**config.mk**
```make
export PLATFORM = sky130hd
export DESIGN_NAME = btx_output_timing
export DESIGN_NICKNAME = d
export VERILOG_FILES = /design/src/design/btx_sync3.v /design/src/design/btx_aux_clock.v /design/src/design/btx_output_timing.v
export VERILOG_INCLUDE_DIRS = /design/src /design/src/shared
export SDC_FILE = /design/constraint.sdc
export NUM_CORES = 1
export LEC_CHECK = 0
export BUFFER_PORTS_ARGS = -buffer_cell sky130_fd_sc_hd__buf_4
export CAP_MARGIN = 20
export CORE_MARGIN = 2
export CORE_UTILIZATION = 59
export CTS_CLUSTER_SIZE = 16
export DETAILED_ROUTE_END_ITERATION = 8
export MAX_ROUTING_LAYER = met4
export PLACE_DENSITY = 0.86
export SLEW_MARGIN = 20
export SYNTH_ARGS = -nofsm -noshare
export SYNTH_HDL_FRONTEND = slang
export SYNTH_SLANG_ARGS = --single-unit
```
**constraint.sdc**
```tcl
create_clock -name clk -period 7.3 [get_ports clk]
set_input_delay 0.365 -clock clk [delete_from_list [all_inputs] [get_ports clk]]
set_output_delay 0.365 -clock clk [all_outputs]
set_load 0.01 [all_outputs]
```
**src/shared/btx_defs.vh**
```
// Constants for the burst transmit output timing block
`ifndef BTX_DEFS_VH
`define BTX_DEFS_VH

// ========================================
// AXI4-Lite register byte offsets
`define BTX_REG_AUX_DIV 8'h00
`define BTX_REG_BIT_DIV 8'h04
`define BTX_REG_MODE 8'h08
`define BTX_REG_STATUS 8'h0C

// ========================================
// Field positions
`define BTX_MODE_SLAVE_BIT 7
`define BTX_MODE_RS_BIT 6
`define BTX_MODE_MOD_LSB 0
`define BTX_MODE_MOD_MSB 1

// ========================================
// Reset values
`define BTX_AUX_DIV_RST 4'h2
`define BTX_BIT_DIV_RST 12'h003
`define BTX_MODE_RST 8'h01

// ========================================
// Modulation codes
`define BTX_MOD_BPSK 2'h0
`define BTX_MOD_QPSK 2'h1
`define BTX_MOD_QAM16 2'h2

// ========================================
// Timing counts, in main clock cycles or symbol pulses
`define BTX_AUX_HIGH_CYC 2
`define BTX_ON_DELAY 5'h02
`define BTX_OFF_DELAY 5'h0D
`define BTX_RS_BPSK 5'h08
`define BTX_RS_QPSK 5'h04
`define BTX_RS_QAM16 5'h02

`endif

```
**src/design/btx_sync3.v**
```verilog
// Three-stage input synchroniser with agreement filter
`timescale 1ns/1ns
module btx_sync3
(
    input wire clk, // Main clock
    input wire rst, // Asynchronous reset
    input wire din, // Asynchronous input
    output reg dout // Filtered level
);
    reg s1;
    reg s2;
    reg s3;

    always @(posedge clk or posedge rst)
    begin
        if (rst)
        begin
            s1 <= 1'b0;
            s2 <= 1'b0;
            s3 <= 1'b0;
            dout <= 1'b0;
        end
        else
        begin
            s1 <= din;
            s2 <= s1;
            s3 <= s2;
            if (s2 == s3)
                dout <= s3;
        end
    end
endmodule

```
**src/design/btx_aux_clock.v**
```verilog
// Auxiliary clock generator: two cycles high, n-1 cycles low
`timescale 1ns/1ns
`include "btx_defs.vh"
module btx_aux_clock
(
    input wire clk, // Main clock
    input wire rst, // Asynchronous reset
    input wire [3:0] div_n, // Divider setting n
    output reg aux_clock_out // Auxiliary clock
);
    reg [3:0] cnt;
    wire [3:0] low_len;

    // Low phase at least one cycle
    assign low_len = (div_n < 4'h2) ? 4'h1 : div_n - 4'h1;

    always @(posedge clk or posedge rst)
    begin
        if (rst)
        begin
            cnt <= 4'h0;
            aux_clock_out <= 1'b0;
        end
        else if (aux_clock_out)
        begin
            if (cnt >= `BTX_AUX_HIGH_CYC - 1)
            begin
                aux_clock_out <= 1'b0;
                cnt <= 4'h0;
            end
            else
                cnt <= cnt + 4'h1;
        end
        else
        begin
            if (cnt >= low_len - 4'h1)
            begin
                aux_clock_out <= 1'b1;
                cnt <= 4'h0;
            end
            else
                cnt <= cnt + 4'h1;
        end
    end
endmodule

```
**src/design/btx_output_timing.v**
```verilog
// Burst transmit output timing with AXI4-Lite configuration registers
//
// What this block does
// - Auxiliary clock output stays high for two main clock cycles.
// - Auxiliary clock low phase lasts n-1 cycles, n from divider register.
// - Symbol pulse is high for exactly one main clock cycle per symbol.
// - Transmit-enable output changes one cycle after bit clock goes low.
// - Without pipelining, output rises at second symbol pulse after input rises.
// - Without pipelining, output falls at thirteenth symbol pulse after input falls.
// - Pipelining adds 8, 4 or 2 symbol pulses for BPSK, QPSK, 16QAM.
// - Pipeline bit zero is minimum delay; Reed-Solomon then unusable.
// - In slave mode output edges follow host bit clock and stall if it stops.
// - In QPSK slave burst output rises at end of second symbol.
// - Mode bit seven selects slave (host clock) or master timing.
// - Inputs are latched on the main clock edge after bit clock falls.
// - Bit clock forced high six main edges after host clock pin rises (two after the synchronised rise).
//
// The AXI4-Lite interface to the registers and the register offsets were decided locally.
`timescale 1ns/1ns
`include "btx_defs.vh"
module btx_output_timing
(
    input wire clk, // Main clock, 10 MHz
    input wire rst, // Asynchronous reset, active high
    input wire host_bit_clock, // Host bit clock pin
    input wire tx_enable_in, // Burst enable from host
    input wire clock_gate_enable, // Clock gate from host
    input wire diff_encode_enable, // Differential encode enable
    input wire fec_encode_enable, // Reed-Solomon encode enable
    input wire scrambler_enable, // Scrambler enable
    input wire tx_data_in, // Serial data from host
    output reg aux_clock_out, // Auxiliary clock
    output reg symbol_pulse, // One-cycle symbol strobe
    output reg bit_clock_out, // Bit clock
    output reg tx_enable_out, // Delayed transmit enable
    output reg [4:0] latched_ctrl, // Latched data and enables
    input wire [7:0] s_axi_awaddr, // Write address
    input wire s_axi_awvalid, // Write address valid
    output reg s_axi_awready, // Write address ready
    input wire [31:0] s_axi_wdata, // Write data
    input wire [3:0] s_axi_wstrb, // Write strobes
    input wire s_axi_wvalid, // Write data valid
    output reg s_axi_wready, // Write data ready
    output reg [1:0] s_axi_bresp, // Write response
    output reg s_axi_bvalid, // Write response valid
    input wire s_axi_bready, // Write response ready
    input wire [7:0] s_axi_araddr, // Read address
    input wire s_axi_arvalid, // Read address valid
    output reg s_axi_arready, // Read address ready
    output reg [31:0] s_axi_rdata, // Read data
    output reg [1:0] s_axi_rresp, // Read response
    output reg s_axi_rvalid, // Read data valid
    input wire s_axi_rready // Read data ready
);
    // ========================================
    // Configuration registers
    reg [3:0] aux_div;
    reg [11:0] bit_div;
    reg [7:0] mode_reg;
    reg [7:0] aw_addr;
    reg aw_have;
    reg w_have;
    reg [31:0] w_data;
    reg [3:0] w_strb;
    wire host_clk_s;
    wire tx_enable_in_s;

    wire slave_mode = mode_reg[`BTX_MODE_SLAVE_BIT];
    wire rs_pipe = mode_reg[`BTX_MODE_RS_BIT];
    wire [1:0] mod_sel = mode_reg[`BTX_MODE_MOD_MSB:`BTX_MODE_MOD_LSB];

    // ========================================
    // Write channel: address and data in either order
    always @(posedge clk or posedge rst)
    begin
        if (rst)
        begin
            s_axi_awready <= 1'b1;
            s_axi_wready <= 1'b1;
            s_axi_bvalid <= 1'b0;
            s_axi_bresp <= 2'h0;
            aw_have <= 1'b0;
            w_have <= 1'b0;
            aw_addr <= 8'h00;
            w_data <= 32'h00000000;
            w_strb <= 4'h0;
            aux_div <= `BTX_AUX_DIV_RST;
            bit_div <= `BTX_BIT_DIV_RST;
            mode_reg <= `BTX_MODE_RST;
        end
        else
        begin
            if (s_axi_awvalid && s_axi_awready)
            begin
                aw_addr <= s_axi_awaddr;
                aw_have <= 1'b1;
                s_axi_awready <= 1'b0;
            end
            if (s_axi_wvalid && s_axi_wready)
            begin
                w_data <= s_axi_wdata;
                w_strb <= s_axi_wstrb;
                w_have <= 1'b1;
                s_axi_wready <= 1'b0;
            end
            if (aw_have && w_have && !s_axi_bvalid)
            begin
                aw_have <= 1'b0;
                w_have <= 1'b0;
                s_axi_bvalid <= 1'b1;
                s_axi_bresp <= 2'h0;
                case (aw_addr)
                    `BTX_REG_AUX_DIV:
                        if (w_strb[0])
                            aux_div <= w_data[3:0];
                    `BTX_REG_BIT_DIV:
                    begin
                        if (w_strb[0])
                            bit_div[7:0] <= w_data[7:0];
                        if (w_strb[1])
                            bit_div[11:8] <= w_data[11:8];
                    end
                    `BTX_REG_MODE:
                        if (w_strb[0])
                            mode_reg <= w_data[7:0];
                    `BTX_REG_STATUS:
                        s_axi_bresp <= 2'h0;
                    default:
                        s_axi_bresp <= 2'h2;
                endcase
            end
            if (s_axi_bvalid && s_axi_bready)
            begin
                s_axi_bvalid <= 1'b0;
                s_axi_awready <= 1'b1;
                s_axi_wready <= 1'b1;
            end
        end
    end

    // ========================================
    // Read channel
    always @(posedge clk or posedge rst)
    begin
        if (rst)
        begin
            s_axi_arready <= 1'b1;
            s_axi_rvalid <= 1'b0;
            s_axi_rdata <= 32'h00000000;
            s_axi_rresp <= 2'h0;
        end
        else if (s_axi_rvalid)
        begin
            if (s_axi_rready)
            begin
                s_axi_rvalid <= 1'b0;
                s_axi_arready <= 1'b1;
            end
        end
        else if (s_axi_arvalid && s_axi_arready)
        begin
            s_axi_arready <= 1'b0;
            s_axi_rvalid <= 1'b1;
            s_axi_rresp <= 2'h0;
            case (s_axi_araddr)
                `BTX_REG_AUX_DIV:
                    s_axi_rdata <= {28'h0000000, aux_div};
                `BTX_REG_BIT_DIV:
                    s_axi_rdata <= {20'h00000, bit_div};
                `BTX_REG_MODE:
                    s_axi_rdata <= {24'h000000, mode_reg};
                `BTX_REG_STATUS:
                    s_axi_rdata <= {27'h0000000, tx_enable_in_s,
                        host_clk_s, tx_enable_out, bit_clock_out,
                        symbol_pulse};
                default:
                begin
                    s_axi_rdata <= 32'h00000000;
                    s_axi_rresp <= 2'h2;
                end
            endcase
        end
    end

    // ========================================
    // Input synchronisers
    btx_sync3 u_sync_clk
    (
        .clk(clk),
        .rst(rst),
        .din(host_bit_clock),
        .dout(host_clk_s)
    );

    btx_sync3 u_sync_en
    (
        .clk(clk),
        .rst(rst),
        .din(tx_enable_in),
        .dout(tx_enable_in_s)
    );

    // ========================================
    // Auxiliary clock
    wire aux_q;

    btx_aux_clock u_aux
    (
        .clk(clk),
        .rst(rst),
        .div_n(aux_div),
        .aux_clock_out(aux_q)
    );

    always @(posedge clk or posedge rst)
    begin
        if (rst)
            aux_clock_out <= 1'b0;
        else
            aux_clock_out <= aux_q;
    end

    // ========================================
    // Bit clock and symbol pulse
    reg host_clk_d;
    reg host_rise_d;
    reg [11:0] bit_cnt;
    reg [1:0] bits_in_sym;
    wire host_rise = host_clk_s && !host_clk_d;
    wire [1:0] bits_per_sym = (mod_sel == `BTX_MOD_BPSK) ? 2'h0 :
        (mod_sel == `BTX_MOD_QPSK) ? 2'h1 : 2'h3;
    wire bit_fall = bit_clock_out && (bit_cnt == 12'h000);

    always @(posedge clk or posedge rst)
    begin
        if (rst)
        begin
            host_clk_d <= 1'b0;
            host_rise_d <= 1'b0;
            bit_cnt <= 12'h000;
            bit_clock_out <= 1'b0;
            bits_in_sym <= 2'h0;
            symbol_pulse <= 1'b0;
        end
        else
        begin
            host_clk_d <= host_clk_s;
            host_rise_d <= host_rise;
            symbol_pulse <= 1'b0;
            if (slave_mode && host_rise_d)
            begin
                bit_clock_out <= 1'b1;
                bit_cnt <= bit_div;
            end
            else if (bit_cnt != 12'h000)
                bit_cnt <= bit_cnt - 12'h001;
            else if (bit_clock_out)
            begin
                bit_clock_out <= 1'b0;
                bit_cnt <= bit_div;
                if (bits_in_sym >= bits_per_sym)
                begin
                    bits_in_sym <= 2'h0;
                    symbol_pulse <= 1'b1;
                end
                else
                    bits_in_sym <= bits_in_sym + 2'h1;
            end
            else if (!slave_mode)
            begin
                bit_clock_out <= 1'b1;
                bit_cnt <= bit_div;
            end
        end
    end

    // ========================================
    // Input latch after each bit clock fall
    reg bit_fell;

    always @(posedge clk or posedge rst)
    begin
        if (rst)
        begin
            bit_fell <= 1'b0;
            latched_ctrl <= 5'h00;
        end
        else
        begin
            bit_fell <= bit_fall;
            if (bit_fell)
                latched_ctrl <= {tx_data_in, clock_gate_enable,
                    diff_encode_enable, fec_encode_enable, scrambler_enable};
        end
    end

    // ========================================
    // Transmit-enable delay in symbol pulses
    reg en_state;
    reg [4:0] sym_cnt;
    wire [4:0] rs_extra = !rs_pipe ? 5'h00 :
        (mod_sel == `BTX_MOD_BPSK) ? `BTX_RS_BPSK :
        (mod_sel == `BTX_MOD_QPSK) ? `BTX_RS_QPSK : `BTX_RS_QAM16;

    always @(posedge clk or posedge rst)
    begin
        if (rst)
        begin
            en_state <= 1'b0;
            sym_cnt <= 5'h00;
            tx_enable_out <= 1'b0;
        end
        else
        begin
            // Counter steps only on symbol pulses, so in slave mode a stopped host clock
            // also holds off the burst end
            if (tx_enable_in_s != en_state)
            begin
                en_state <= tx_enable_in_s;
                sym_cnt <= (tx_enable_in_s ? `BTX_ON_DELAY :
                    `BTX_OFF_DELAY) + rs_extra;
            end
            else if (symbol_pulse && sym_cnt != 5'h00)
            begin
                sym_cnt <= sym_cnt - 5'h01;
                // Pulse stands one cycle after bit clock fell, so the
                // edge lands on the counted pulse
                if (sym_cnt == 5'h01 && bit_fell)
                    tx_enable_out <= en_state;
            end
        end
    end
endmodule

```
==> impl_metrics.csv, run 1 <==
group,metric,value,unit
clocking,cts_max_level,3,
finish,syn_to_final_growth,14.5,%
die,start_util,61.0,%
power_and_ir_drop,clkPwrFrac,21.9,%
synth,synth_cell_types,58,
worst_setup_path,cpMostUsedCell,"ha_1",
synth,synth_sequential_area_ratio,52.6,%
routing,drt_iter0_markers,257,
routing,wl_met2,5230,um
place,port_buffers,71,
power_and_ir_drop,p_sw,0.562,mW
clocking,clock_sinks,112,
timing,slew_headroom,50.5,%
synth,synth_xor_area_share,2.13,%
worst_setup_path,path_class,"reg -> reg",
min_path,worstHoldPathCells,1,
clocking,cts_buffer_depth,2,
global_route,grt_pass1_vias,3668,
routing,drc_errors,0,
routing,dr.pass1.iters,4,
finish,diodes,0,
clocking,insertion_delay,0.37,ns
timing,hold_viol,0,
timing,fin_crit,2.61,ns
die,top_level_ports,116,
place,dpl_cell_area,5900,um^2
synth,syn_area_per_cell,12.1,um^2
global_route,antenna_found_initial,0,
routing,wl_per_cell,16.7,um
worst_setup_path,cp_slowest_cell,"dfstp_2",
synth,synth_compound_area_share,8.36,%
routing,ant_nets,0,
synth,synthMuxAreaShare,13.7,%
power_and_ir_drop,seqPwrFrac,53.3,%
power_and_ir_drop,power_density,286,nW/um^2
routing,wl,10500,um
synth,ys_ff_latch,112,
power_and_ir_drop,p_sw_share,32.1,%
outcome,status,"finished, final reports clean",
worst_setup_path,critPathLaunch,"aux_div[1]",
synth,yosys.area_share.simple,12.5,%
synth,postSynthCellCount,443,
die,die_x,99.2,um
synth,ys_warn_count,0,
worst_setup_path,reg2reg_to,"u_aux.cnt[1]",
synth,synth_edf_count,0,
place,dp_hpwl,7860,um
power_and_ir_drop,p_total,1.75,mW
synth,synthFlopType,"dfrtp_1",
global_route,grt_pass1_wl,17800,um
worst_setup_path,start_kind,"flip-flop",
worst_setup_path,path_max_fanout,7,
worst_setup_path,end_kind,"flip-flop",
routing,vias_per_cell,5.78,
worst_setup_path,rr_startpoint,"aux_div[1]",
die,die_area,9830,um^2
finish,layout.nets,602,
worst_setup_path,cp.depth,9,
synth,postSynth.asyncResetShare,100,%
synth,netlist_area,5340,um^2
die,core,8760,um^2
worst_setup_path,crit_arrival,2.85,ns
global_route,overflow,0,
synth,synth_top_family_by_area,"multiplexers",
finish,fillers,620,
routing,dr_wl_met3,450,um
worst_setup_path,path_buf_inv,2,
power_and_ir_drop,internal-power,1.19,mW
run,maxCapViolations,0,
worst_setup_path,crit_chain,"inv_1 > ha_1 > or2_2 > ha_1 > xnor2_1 > ha_1 > inv_1 > o21ai_0 > a31oi_1",
timing,grt_setup_unrepaired,"no",
place,gp_congestion,0.814,
timing,setup_tns,0,ns
worst_setup_path,rr_worst_depth,9,
finish,stdcell_area,6120,um^2
worst_setup_path,worstPathRequired,7.54,ns
worst_setup_path,cpPeakStageDelay,0.61,ns
die,placementRows,34,
worst_setup_path,rrSetupSlack,4.69,ns
timing,slew_viol_final,0,
power_and_ir_drop,leakagePower,2.88,nW
global_route,grt_max_degree,85,
die,die_h,99.2,um
power_and_ir_drop,combPwrFrac,24.8,%
timing,setup_viol,0,
clocking,clk_pin_slew,0.10,ns
timing,finalCritPeriodShare,35.8,%
worst_setup_path,crit_path_end,"u_aux.cnt[1]",
routing,vias,3637,
synth,synthAdderAreaFrac,5.39,%
timing,fmax,0.383,GHz
finish,drive_above_1_share,31.7,%
global_route,grt_use_total,23.5,%
power_and_ir_drop,ir_drop,0.167,mV
clocking,cts_root_buffer,"clkbuf_8",
timing,worst_slew_pin_slew,0.739,ns
clocking,cts_tree,"done",
routing,topRoutingLayerUsed,"met4",
clocking,cts_buffers,9,
routing,wl_met1,4690,um
timing,fin_worst_skew,0.00929,ns
min_path,hp-class,"in -> reg",
worst_setup_path,cpLargestDelayFamily,"adder cells",
-- cell families after synthesis --
group,Yosys count
and+or+nand+nor,116
DFF,112
AOI/OAI and AO/OA,66
muxes,60
buffers and inverters,52
adders and majority gates,23
xor gates and xnor gates,13
other,1
-- power by group through the flow --
stage               combinational (mW)  sequential (mW)  clock, mW
global placement                 0.411            0.926          0
global route                     0.486            0.960      0.417
floorplan                        0.330            0.898          0
finish                           0.434            0.935      0.383
CTS                              0.439            0.930      0.384
detailed placement               0.438            0.942          0
-- Yosys cell counts, drive strengths merged (2+ instances only) --
cell,instances,area (um^2)
mux4,4,90.1
or4,3,26.3
nand2,23,86.3
clkbuf,9,33.8
nor2b,5,31.3
ha,19,238
mux2i,3,30.0
a22o,10,87.6
a21oi,9,45.0
nor4,4,25.0
o31a,2,17.5
or3,5,31.3
mux2,53,612
o31ai,5,42.5
dfrtp,105,2630
a31oi,4,25.0
nor4b,4,35.0
nand3,18,90.1
and3,5,31.3
nand2b,6,37.5
xor2,8,70.1
o21ai,21,105
nor3,7,40.0
maj3,3,30.0
or2,3,18.8
nor3b,4,30.0
dfstp,7,184
and2,2,12.5
nor2,13,48.8
nand4,3,18.8
xnor2,5,43.8
buf,24,174
or4b,5,53.8
o211a,2,20.0
nand3b,3,22.5
a22oi,3,22.5
inv,19,71.3
a21o,2,15.0
-- worst register-to-register path, cell delays in order, from the launching register on --
cell     delay (ns)
dfstp_2        0.61
inv_1          0.06
ha_1           0.30
or2_2          0.30
ha_1           0.21
xnor2_1        0.13
ha_1           0.27
inv_1          0.03
o21ai_0        0.39
a31oi_1        0.16
-- layout by cell type, fill, tap and decap left out, types with 4 or more instances in the layout --
cell type and n:
o31ai_1 4, dfstp_2 7, a21oi_1 9, nor3_1 6, mux2_4 4, xnor2_1 5, o21ai_0 21, or4b_2 4
inv_1 18, ha_1 19, xor2_1 8, mux2_2 49, dfrtp_1 105, nand3_1 18, nor3b_1 4, buf_4 72
conb_1 22, nor4b_1 4, mux4_2 4, or3_1 5, nor4_1 4, nand2b_1 6, nor2b_1 5, a31oi_1 4
a22o_1 10, and3_1 5, nand2_1 23, nor2_1 13, clkbuf_8 10
-- metal layers --
| metal | up-vias | global-route usage [%] |
|---|---|---|
| met1 | 1819 | 31.9 |
| li1 | 1690 | - |
| met5 | - | - |
| met2 | 115 | 37.0 |
| met3 | 13 | 3.72 |
| met4 | 0 | 7.59 |
-- area by class of cell --
type / count / area, um^2 / share of cell area, %
Sequential cell: 112 / 2810 / 46.0
Multi-Input combinational cell: 300 / 2330 / 38.1
Timing Repair Buffer: 74 / 562 / 9.19
Clock buffer: 11 / 141 / 2.31
Tap cell: 108 / 135 / 2.21
Inverter: 19 / 73.8 / 1.21
Clock inverter: 5 / 61.3 / 1.00
-- how the worst min path moves through the flow --
stage                              start            end
after global routing      host_bit_clock  u_sync_clk.s1
final                       tx_enable_in   u_sync_en.s1
after floorplan            u_sync_clk.s1  u_sync_clk.s2
after global placement     u_sync_clk.s1  u_sync_clk.s2
after CTS                   tx_enable_in   u_sync_en.s1
after detailed placement   u_sync_clk.s1  u_sync_clk.s2
-- per-stage QoR --
| step | setup WS, ns | util [%] | cells | hold slack, ns |
|---|---|---|---|---|
| finish | 4.69 | 69.8 | 629 | 0.0959 |
| global route | 4.55 | 69.8 | 629 | 0.0743 |
| CTS | 4.67 | 69.7 | 629 | 0.0882 |
| detailed placement | 4.69 | 67.3 | 612 | 0.335 |
| global placement | 4.78 | 67.3 | 612 | 0.333 |
| floorplan | 3.99 | - | 464 | 0.331 |
-- repair_timing --
action	in CTS	in global routing
hold endpoints to repair	27	0
resized for setup	0	0
buffers inserted	0	0
hold buffers	1	0
(Power assumes the default switching activity.)
==> run 2: changes to the inputs <==
CORE_UTILIZATION = 49   (was 59)
PLACE_DENSITY = 0.76   (was 0.86)
clock period = 2.3 ns   (was 7.3 ns; I/O delays follow)
==> run 2 against run 1 <==
  * The run now ends with setup timing left
  * Via count increased by 5.8%
  * Global-route usage decreased by 2.8 points
  * Final cell count increased by 14%
  * Worst setup slack got worse by 4.7 ns
  * First-iteration DRC count decreased by 39%
  * Power increased to 3.2 times the previous value
  * Clock power increased to 2.9 times the previous value
  * Routed wire length increased by 8.5%
  * Critical endpoint is now aux_div[3]
  * Worst hold slack got worse by 0.00054 ns
  * Largest power group unchanged
==> impl_metrics.csv, run 2 (same netlist as run 1, synthesis figures left out) <==
group,metric,value,unit
outcome,status,"complete, but fails checks",
outcome,violations,"setup timing",
timing,finalCritPeriodShare,102,%
worst_setup_path,path_max_fanout,4,
timing,slew_headroom,58.3,%
finish,syn_to_final_growth,26.0,%
die,placementRows,38,
finish,layout.cells.most_common,"dfrtp_1",
routing,drc_errors,0,
routing,vias,3848,
global_route,use_met1,27.2,%
clocking,clk_pin_slew,0.12,ns
die,die_area,11800,um^2
power_and_ir_drop,power_density,843,nW/um^2
finish,layout.nets,655,
global_route,grt_max_degree,113,
run,maxCapViolations,0,
timing,fin_crit,2.35,ns
routing,vias_per_cell,5.39,
finish,multi_input_area,2430,um^2
place,port_buffers,71,
global_route,grt_pass1_vias,3893,
power_and_ir_drop,ir_drop,0.556,mV
timing,fmax,0.426,GHz
global_route,grt_use_total,20.7,%
finish,layout_common_cells,"dfrtp_1, buf_4, mux2_2, dlygate4sd3_1, nand2_1",
die,die_x,108,um
power_and_ir_drop,p_total,5.68,mW
global_route,overflow,0,
worst_setup_path,cpLargestDelayFamily,"simple AND/OR/NAND/NOR gates",
place,dp_hpwl,7880,um
clocking,clock_sinks,112,
clocking,cts_root_buffer,"clkbuf_8",
timing,setup_slack,-0.0493,ns
clocking,cts_buffers,9,
routing,drt_iter0_markers,157,
timing,hold_viol,0,
global_route,antenna_found_initial,0,
global_route,grt.busiest_layer,"met2",
finish,stdcell_count,714,
die,die_h,108,um
global_route,use_met3,2.71,%
die,core,10700,um^2
finish,utilization,62.7,%
clocking,insertion_delay,0.37,ns
worst_setup_path,end_kind,"flip-flop",
global_route,grt_pass1_wl,18500,um
timing,fin_worst_skew,0.0162,ns
min_path,hp-class,"in -> reg",
worst_setup_path,crit_chain,"or4_1 > or4_4 > or4b_4 > mux2_4",
routing,wl_per_cell,16.0,um
die,top_level_ports,116,
finish,register_area,2810,um^2
clocking,cts_buffer_depth,2,
die,start_util,49.7,%
timing,slew_viol_final,0,
worst_setup_path,path_class,"reg -> reg",
timing,hold_ws,0.0953,ns
worst_setup_path,cpPeakStageDelay,0.56,ns
routing,dr.pass1.iters,6,
worst_setup_path,path_buf_inv,0,
worst_setup_path,start_kind,"flip-flop",
worst_setup_path,worstPathRequired,2.56,ns
place,placedCellCount,662,
timing,grt_setup_unrepaired,"yes",
timing,setup_tns,-0.140,ns
finish,diodes,0,
routing,ant_nets,0,
power_and_ir_drop,leakagePower,3.13,nW
timing,worst_slew_pin_slew,0.624,ns
clocking,cts_tree,"done",
worst_setup_path,crit_arrival,2.60,ns
place,gp_congestion,0.849,
worst_setup_path,cp_slowest_cell,"or4b_4",
finish,fillers,810,
routing,wl,11400,um
finish,drive_above_1_share,33.8,%
timing,setup_viol,4,
clocking,cts_max_level,3,
global_route,grtUsageMet2,34.1,%
[run 2: path summary, 6_finish.rpt]
check / from / slack [ns] / end / cells past startpoint
min in group asynchronous: rst / 0.44 / sym_cnt[0] / 4
max in group asynchronous: rst / 1.41 / bit_cnt[4] / 4
setup reg to reg: aw_addr[1] / -0.05 / aux_div[3] / 4
hold / removal: s_axi_arvalid / 0.1 / s_axi_arready / 3
hold reg to reg: u_sync_en.s1 / 0.36 / u_sync_en.s2 / 0
setup / recovery: aw_addr[1] / -0.05 / aux_div[3] / 4
[run 2: worst reg2reg max path: stages, from the launching register on]
cell and delay [ns]:
dfrtp_1 0.41, or4_1 0.51, or4_4 0.43, or4b_4 0.56, mux2_4 0.32
[run 2: cell type report]
cell class / count / share of cell area [%]
sequential: 112 / 41.8
multi-input combinational: 300 / 36.1
timing repair buffer: 127 / 15.8
tap: 140 / 2.60
clock buffer: 10 / 1.90
inverter: 19 / 1.11
clock inverter: 6 / 0.762
[run 2: per-layer routing]
| metal | vias up | part of all wire [%] |
|---|---|---|
| li1 | 1799 | - |
| met1 | 1935 | 43 |
| met2 | 102 | 52 |
| met3 | 12 | 3.4 |
| met4 | 0 | 1.2 |
| met5 | - | 0 |
[run 2: what timing repair did]
action / in CTS / in global routing
gates resized for setup: 5 / 15
pin swaps: 2 / 11
hold buffers: 36 / 0
buffers inserted: 0 / 0
endpoints found under the hold margin: 140 / 0
endpoints found under the setup margin: 14 / 33
[run 2: per-stage QoR]
step,cell area [um^2],worst slack (ns)
global route,6730,-0.0986
detailed placement,6090,-0.0991
global placement,6090,-0.0230
floorplan,5430,0.0334
finish,6730,-0.0493
CTS,6660,-0.0425
[run 2: power by group]
part / internal [mW] / switching (mW) / total (mW) / leakage, nW
Clock: 0.413 / 0.690 / 1.10 / 0.0931
Combinational: 0.893 / 0.726 / 1.62 / 1.63
Sequential: 2.47 / 0.483 / 2.96 / 1.40
Total: 3.78 / 1.90 / 5.68 / 3.13
